`src/include/dci_pkg.sv`:
```
// package: register map, field layout and constants of the channel flag block
package dci_pkg;
   // ****************
   // register offsets
   // ****************
   localparam logic [7:0]  OFF_CHAN    = 8'h00;
   localparam logic [7:0]  OFF_ISTAT   = 8'h04;
   localparam logic [7:0]  OFF_IMASK   = 8'h08;
   // ****************
   // channel register fields
   // ****************
   localparam int          BIT_BUFW    = 15;
   localparam int          SEL_LO      = 8;
   localparam int          SEL_W       = 6;
   localparam int          BIT_HIGH    = 7;
   localparam int          BIT_LOW     = 6;
   localparam int          BIT_DONE    = 5;
   localparam int          BIT_HALF    = 4;
   localparam int          BIT_OVR     = 3;
   localparam int          BIT_MIDPOINT_INTERRUPT_ENABLE  = 0;
   localparam logic [15:0] CHAN_WMASK  = 16'h3ff9;
   localparam logic [15:0] CHAN_RST    = 16'h0000;
   // ****************
   // interrupt status layout
   // ****************
   localparam int          EV_DONE     = 0;
   localparam int          EV_HALF     = 1;
   localparam int          EV_OVR      = 2;
   localparam int          EV_HIGH     = 3;
   localparam int          EV_LOW      = 4;
   localparam int          EV_N        = 5;
   localparam logic [4:0]  EV_RST      = 5'h00;
   // ****************
   // address space and bus answers
   // ****************
   localparam logic [15:0] SFR_TOP     = 16'h07ff;
   localparam logic [1:0]  RESP_OKAY   = 2'h0;
   localparam logic [1:0]  RESP_SLVERR = 2'h2;
endpackage : dci_pkg

```
`src/design/dci_channel_flags.sv`:
```
// channel status, trigger select and interrupt flags behind an axi4-lite slave
module dci_channel_flags #(
   parameter int          ADDR_W  = 8,
   parameter logic [15:0] RAM_TOP = 16'h27ff
) (
   // clock and reset
   input  wire logic              core_clk,
   input  wire logic              rst_n,
   // axi4-lite write
   input  wire logic [ADDR_W-1:0] s_axi_awaddr,
   input  wire logic              s_axi_awvalid,
   output      logic              s_axi_awready,
   input  wire logic [31:0]       s_axi_wdata,
   input  wire logic [3:0]        s_axi_wstrb,
   input  wire logic              s_axi_wvalid,
   output      logic              s_axi_wready,
   output      logic [1:0]        s_axi_bresp,
   output      logic              s_axi_bvalid,
   input  wire logic              s_axi_bready,
   // axi4-lite read
   input  wire logic [ADDR_W-1:0] s_axi_araddr,
   input  wire logic              s_axi_arvalid,
   output      logic              s_axi_arready,
   output      logic [31:0]       s_axi_rdata,
   output      logic [1:0]        s_axi_rresp,
   output      logic              s_axi_rvalid,
   input  wire logic              s_axi_rready,
   // channel datapath
   input  wire logic              channel_enable,
   input  wire logic              session_start,
   input  wire logic [15:0]       start_count,
   input  wire logic [15:0]       remaining_transfer_count,
   input  wire logic              session_done,
   input  wire logic              trigger,
   input  wire logic              channel_busy,
   input  wire logic              access_valid,
   input  wire logic              access_sfr,
   input  wire logic [15:0]       access_addr,
   input  wire logic [15:0]       upper_address_limit,
   input  wire logic [15:0]       lower_address_limit,
   input  wire logic              nullw_buf_load,
   input  wire logic              nullw_buf_written,
   // control out
   output      logic [5:0]        trigger_source_select,
   output      logic              midpoint_interrupt_enable,
   output      logic              buffered_write_pending_flag,
   output      logic              irq
);
   // ****************
   // elaboration checks
   // ****************
   generate
      if (ADDR_W < 4) begin : g_bad_aw
         $error("address width too small for register map");
      end
   endgenerate

   function automatic logic hit(input logic [ADDR_W-1:0] a,
                                input logic [7:0] off);
      hit = ({{(ADDR_W-2){1'b0}}, a[1:0]} == '0) &&
            (ADDR_W'(off) == a);
   endfunction : hit

   // ****************
   // state
   // ****************
   logic [15:0]       chan;
   logic [4:0]        istat;
   logic [4:0]        imask;
   logic              bufw;
   logic [15:0]       half_pt;
   logic              half_arm;
   logic              aw_hold;
   logic              w_hold;
   logic [ADDR_W-1:0] aw_q;
   logic [31:0]       w_q;
   logic [3:0]        ws_q;

   // ****************
   // hardware events
   // ****************
   wire ev_high = access_valid && ((access_addr > upper_address_limit) ||
                  (access_addr > RAM_TOP));
   wire ev_low  = access_valid && access_sfr &&
                  (access_addr < lower_address_limit) &&
                  (access_addr > dci_pkg::SFR_TOP);
   wire ev_ovr  = trigger && channel_busy;
   wire ev_half = half_arm && !session_start &&
                  (remaining_transfer_count == half_pt);
   wire ev_done = session_done;
   wire [4:0] ev = {ev_low, ev_high, ev_ovr,
                    ev_half && chan[dci_pkg::BIT_MIDPOINT_INTERRUPT_ENABLE],
                    ev_done};
   wire [15:0] ev_flags = {8'h00, ev_high, ev_low, ev_done, ev_half,
                           ev_ovr, 3'h0};

   // ****************
   // bus decode
   // ****************
   wire do_wr    = aw_hold && w_hold && !s_axi_bvalid;
   wire do_rd    = s_axi_arvalid && s_axi_arready;
   wire wr_chan  = do_wr && hit(aw_q, dci_pkg::OFF_CHAN);
   wire wr_imask = do_wr && hit(aw_q, dci_pkg::OFF_IMASK);
   wire wr_ok    = wr_chan || wr_imask || hit(aw_q, dci_pkg::OFF_ISTAT);
   wire rd_chan  = hit(s_axi_araddr, dci_pkg::OFF_CHAN);
   wire rd_istat = hit(s_axi_araddr, dci_pkg::OFF_ISTAT);
   wire rd_imask = hit(s_axi_araddr, dci_pkg::OFF_IMASK);
   wire [15:0] lane_m = {{8{ws_q[1]}}, {8{ws_q[0]}}};
   wire [15:0] wm = dci_pkg::CHAN_WMASK & lane_m;
   wire [15:0] chan_rd = chan |
               (16'(bufw) << dci_pkg::BIT_BUFW);
   wire [31:0] rd_mux = rd_chan  ? {16'h0000, chan_rd} :
                        rd_istat ? {27'h0, istat} :
                        rd_imask ? {27'h0, imask} : 32'h0;
   wire rd_ok = rd_chan || rd_istat || rd_imask;

   assign s_axi_awready = !aw_hold && !s_axi_bvalid;
   assign s_axi_wready  = !w_hold && !s_axi_bvalid;
   assign s_axi_arready = !s_axi_rvalid;

   // ****************
   // channel register next value
   // ****************
   logic [15:0] next_chan;
   always_comb begin
      next_chan = chan;
      if (wr_chan) begin
         next_chan = (chan & ~wm) | (w_q[15:0] & wm);
      end
      if (session_start) begin
         next_chan[dci_pkg::BIT_DONE] = 1'b0;
      end
      next_chan = next_chan | ev_flags;
   end

   wire [4:0] next_istat = (do_rd && rd_istat ? 5'h00 : istat) | ev;

   // ****************
   // registers
   // ****************
   always_ff @(posedge core_clk) begin
      if (!rst_n) begin
         chan  <= dci_pkg::CHAN_RST;
         istat <= dci_pkg::EV_RST;
         imask <= dci_pkg::EV_RST;
      end else begin
         chan  <= next_chan;
         istat <= next_istat;
         if (wr_imask && ws_q[0]) begin
            imask <= w_q[4:0];
         end
      end
   end

   always_ff @(posedge core_clk) begin
      if (!rst_n) begin
         bufw <= 1'b0;
      end else if (nullw_buf_load) begin
         bufw <= 1'b1;
      end else if (nullw_buf_written) begin
         bufw <= 1'b0;
      end
   end

   always_ff @(posedge core_clk) begin
      if (!rst_n) begin
         half_pt  <= 16'h0000;
         half_arm <= 1'b0;
      end else if (session_start) begin
         half_pt  <= start_count >> 1;
         half_arm <= 1'b1;
      end else if (ev_half || session_done) begin
         half_arm <= 1'b0;
      end
   end

   always_ff @(posedge core_clk) begin
      if (!rst_n) begin
         aw_hold <= 1'b0;
         w_hold  <= 1'b0;
         aw_q    <= '0;
         w_q     <= 32'h0;
         ws_q    <= 4'h0;
      end else begin
         if (s_axi_awvalid && s_axi_awready) begin
            aw_hold <= 1'b1;
            aw_q    <= s_axi_awaddr;
         end else if (do_wr) begin
            aw_hold <= 1'b0;
         end
         if (s_axi_wvalid && s_axi_wready) begin
            w_hold <= 1'b1;
            w_q    <= s_axi_wdata;
            ws_q   <= s_axi_wstrb;
         end else if (do_wr) begin
            w_hold <= 1'b0;
         end
      end
   end

   always_ff @(posedge core_clk) begin
      if (!rst_n) begin
         s_axi_bvalid <= 1'b0;
         s_axi_bresp  <= dci_pkg::RESP_OKAY;
      end else if (do_wr) begin
         s_axi_bvalid <= 1'b1;
         s_axi_bresp  <= wr_ok ? dci_pkg::RESP_OKAY : dci_pkg::RESP_SLVERR;
      end else if (s_axi_bready) begin
         s_axi_bvalid <= 1'b0;
      end
   end

   always_ff @(posedge core_clk) begin
      if (!rst_n) begin
         s_axi_rvalid <= 1'b0;
         s_axi_rdata  <= 32'h0;
         s_axi_rresp  <= dci_pkg::RESP_OKAY;
      end else if (do_rd) begin
         s_axi_rvalid <= 1'b1;
         s_axi_rdata  <= rd_mux;
         s_axi_rresp  <= rd_ok ? dci_pkg::RESP_OKAY : dci_pkg::RESP_SLVERR;
      end else if (s_axi_rready) begin
         s_axi_rvalid <= 1'b0;
      end
   end

   // ****************
   // outputs
   // ****************
   assign trigger_source_select =
          chan[dci_pkg::SEL_LO +: dci_pkg::SEL_W];
   assign midpoint_interrupt_enable   = chan[dci_pkg::BIT_MIDPOINT_INTERRUPT_ENABLE];
   assign buffered_write_pending_flag = bufw;
   assign irq = |(istat & imask);
endmodule : dci_channel_flags

```
`config.mk`:
```
export PLATFORM = sky130hd
export DESIGN_NAME = dci_channel_flags
export DESIGN_NICKNAME = d
export VERILOG_FILES = /design/src/include/dci_pkg.sv /design/src/design/dci_channel_flags.sv
export SDC_FILE = /design/constraint.sdc
export NUM_CORES = 1
export LEC_CHECK = 0
export ABC_AREA = 0
export BUFFER_PORTS_ARGS = -buffer_cell sky130_fd_sc_hd__buf_2
export CAP_MARGIN = 20
export CORE_ASPECT_RATIO = 0.8
export CORE_MARGIN = 1
export CORE_UTILIZATION = 30
export DETAILED_ROUTE_END_ITERATION = 7
export GPL_TIMING_DRIVEN = 0
export PLACE_DENSITY = 0.51
export SYNTH_ARGS = -nofsm -noshare
export SYNTH_HDL_FRONTEND = slang
export SYNTH_SLANG_ARGS = --single-unit
```
`constraint.sdc`:
```
create_clock -name core_clk -period 2.67 [get_ports core_clk]
set_clock_uncertainty 0.2 [all_clocks]
set_input_delay 0.4005 -clock core_clk [delete_from_list [all_inputs] [get_ports core_clk]]
set_output_delay 0.4005 -clock core_clk [all_outputs]
set_load 0.02 [all_outputs]
```
==> results by group <==
Timing
  – Count of final hold-check violations: 0
  – FMAX: around 420 MHz
  – Slack of the critical path: approximately 300 ps
  – RSZ-0062 raised after global routing: false
  – Setup tns final: 0 ps
  – Slew @ Worst Pin: about 710 ps
  – Final setup fails: 0
  – Slew Limit Fails: 0
  – Final Cycle Share: 88.7%
  – Max_slew headroom: around 52%
  – Min Tclk post-route: approximately 2400 ps

Global route
  – GR Overflow Total: 0
  – Overall Global Routing Usage: 16.6%
  – Vias in the first global route: 3981
  – Initial antenna violation count: 0
  – Pin count of the biggest net entering global routing: 14
  – First-pass GRT wire length: 19100 µm

Final layout
  – P&R area growth vs syn: 30.9%
  – Area occupied by multi-input gates: roughly 2300 µm²
  – FILL cells: approximately 1500
  – Final #Nets: 881
  – Share of layout cells above drive strength 1: between 20% and 30%
  – Register cell area after layout: ~1700 µm²
  – Diode count: 0

Routing
  – Metal-1 WL: ~5500 µm
  – Drt pass-1 iters: 5
  – Vias: between 4000 and 5000
  – Metal2 WL: ~5300 µm
  – Via density per instance: between 4 and 5
  – Post-route ant nets: 0
  – Met3 WL post-DR: 755 µm
  – Post-Route WL: ~12000 µm
  – Drc violations: 0
  – Wirelength per Cell: 13.1 µm
  – Top layer in use: met4
  – Number of DRC markers in iteration 0: 159

Synth
  – Leading area contributor after synthesis: dfxtp_1
  – FF+latch count, synth: 84
  – Compound-Gate Fraction of Synth Area: about an eighth
  – Mux cell area share after synthesis: under 10%
  – Main combinational cell family by area after synthesis: simple AND/OR/NAND/NOR gates
  – Synth Warn #: 0
  – Synth top area share: 39.1%
  – Most frequent cell after synthesis: nand2_1
  – Sequential area share after synthesis: 39.1%
  – Mapped Area: between 4000 and 5000 µm²
  – Mapped Cells: 520
  – Mapped Avg Cell Area: between 8 and 9 µm²
  – Primary FF master, synth: dfxtp_1
  – Post-synth EDFFs: 0
  – Xor-xnor portion of the synthesized cell area: a little over 3%
  – Ys async rst share: 0%
  – Post-synth top cells: nand2_1, dfxtp_1, a21oi_1
  – Synth Area in Simple Gates: around a fifth
  – Synth cell types: 42
  – Area contributors post-synth: dfxtp_1, ha_1, mux2i_1, nand2_1, a21oi_1
  – Post-Synth Adder-Cell Area: between 9 and 10%

Floorplan
  – Row Count: 38
  – Die area: 14800 µm²
  – Initial Utilization: a little under a third
  – I/O pins: between 150 and 200
  – Die H: around 110 µm
  – Horiz. Die Dim: 136 µm
  – Core area: 13800 µm²

Power and ir drop
  – IR drop worst, VDD: roughly 0.00033 V
  – Power Density: ~520 nW/µm²
  – Pleak: just under 0.003 µW
  – Power, Total: between 2000 and 3000 µW

Critical path
  – RR Startpoint: aw_q[7]
  – Startpoint Class: flop
  – Critical path endpoint category: flop
  – Max stage delay on crit path: 550 ps
  – FF-to-FF path depth: 5
  – Critical path origin: aw_q[7]
  – Worst reg2reg setup slack: approximately 300 ps
  – Crit path DAT: about 2400 ps
  – CP max FO: 6
  – CP Cell Sequence: or4_4 -> nor4_1 -> nand3b_1 -> mux2i_1 -> nor2_1
  – Critical path's slowest cell: or4_4
  – CP Class: reg -> reg
  – Worst endpoint required time: ~2700 ps

Clocking
  – CTS Sinks: 84
  – Clock slew at reported path FFs: about 60 ps
  – Clock latency at the later pin of the worst-skew pair: ~330 ps
  – Hold_buf cts: 0
  – H-tree levels: 3
  – Clock Tree Buf Depth: 2
  – Total CTS buffers: 9
  – CTS tree: done
  – CTS root buf: clkbuf_16
  – Post_cts resized: 0
  – Post-CTS setup buffers: 0

Worst hold path
  – Hold crit path type: in -> reg
  – Hold path cells: 2
  – Hold Crit Start: s_axi_rready
  – Worst hold endpoint: s_axi_rvalid

Placed design
  – Dpl hpwl: between 9000 and 10000 µm
  – Port Buffers: around 150
  – Placer Congestion: approximately 0.8
  – Dpl ws: 387 ps

Run status
  – Status: finished clean

Job
  – Max cap viols: 0
[registers in the layout, indices dropped and copies added, names as in the netlist, named ones only]
| name | count |
|---|---|
| s_axi_bvalid | 1 |
| s_axi_rdata | 15 |
| s_axi_rresp | 1 |
| aw_q | 8 |
| chan | 5 |
| buffered_write_pending_flag | 1 |
| ws_q | 2 |
| istat | 5 |
| s_axi_bresp | 1 |
| aw_hold | 1 |
| half_pt | 15 |
| w_q | 14 |
| imask | 5 |
| half_arm | 1 |
| s_axi_rvalid | 1 |
| w_hold | 1 |
[where the power goes]
part           internal, µW  leakage (µW)  total (µW)  switching [µW]
Clock                   648      0.000135        1120             474
Combinational           211       0.00208         478             267
Sequential             1310      0.000687        1350            38.7
Total                  2170       0.00290        2950             780
[critical path, delay by kind of cell, from the launching register on]
kind | cells | cell delay (ps)
flops | 1 | 310
mux | 1 | 320
simple gates | 4 | 1410
[cell type report]
cell class	instances	share of cell area, %
Multi-Input combinational cell	375	40.5
Sequential cell	84	29.9
Timing Repair Buffer	153	13.6
Buffer	43	4.81
Clock buffer	11	4.32
Tap cell	180	4.00
Inverter	36	2.40
Clock inverter	5	0.489
[worst max path at each step]
stage,to,slack (ps),cells past startpoint
finish,flop,300,5
detailed placement,flop,390,5
global placement,flop,400,5
floorplan,chan[5],540,6
CTS,flop,280,5
global route,flop,60,5
[kinds of logic after synthesis]
logic type,count (synthesis)
compound gates,95
xor+xnor,15
fa+ha+maj,31
buf+inv,79
flops,84
mux,35
other cells,1
simple gates,180
[layout by cell type (no fill, tap or decap), types with 14 or more instances in the layout]
cell type,Yosys,final
a21oi_1,59,59
conb_1,1,19
nor2_1,44,44
dfxtp_1,84,84
buf_4,25,25
o21ai_0,14,14
inv_1,35,35
xor2_1,15,15
nand2_1,92,92
ha_1,31,31
mux2i_1,35,35
buf_2,0,153
clkbuf_1,16,17
[stage by stage]
step / instances / area [µm²] / hold WS [ps] / util, %
detailed placement: 871 / 5350 / 245 / 38.8
global route: 887 / 5620 / 62.9 / 40.8
CTS: 887 / 5620 / 45.0 / 40.8
global placement: 871 / 5350 / 240 / 38.8
finish: 887 / 5620 / 57.0 / 40.8
floorplan: 538 / 4360 / 231 / -
[layer usage]
| metal | vias up | track usage (%) |
|---|---|---|
| met3 | 15 | 4.04 |
| met1 | 1864 | 21.8 |
| li1 | 2078 | - |
| met5 | - | 0 |
| met4 | 0 | 4.33 |
| met2 | 113 | 27.0 |
No activity file was read; power rests on OpenSTA's default activity.
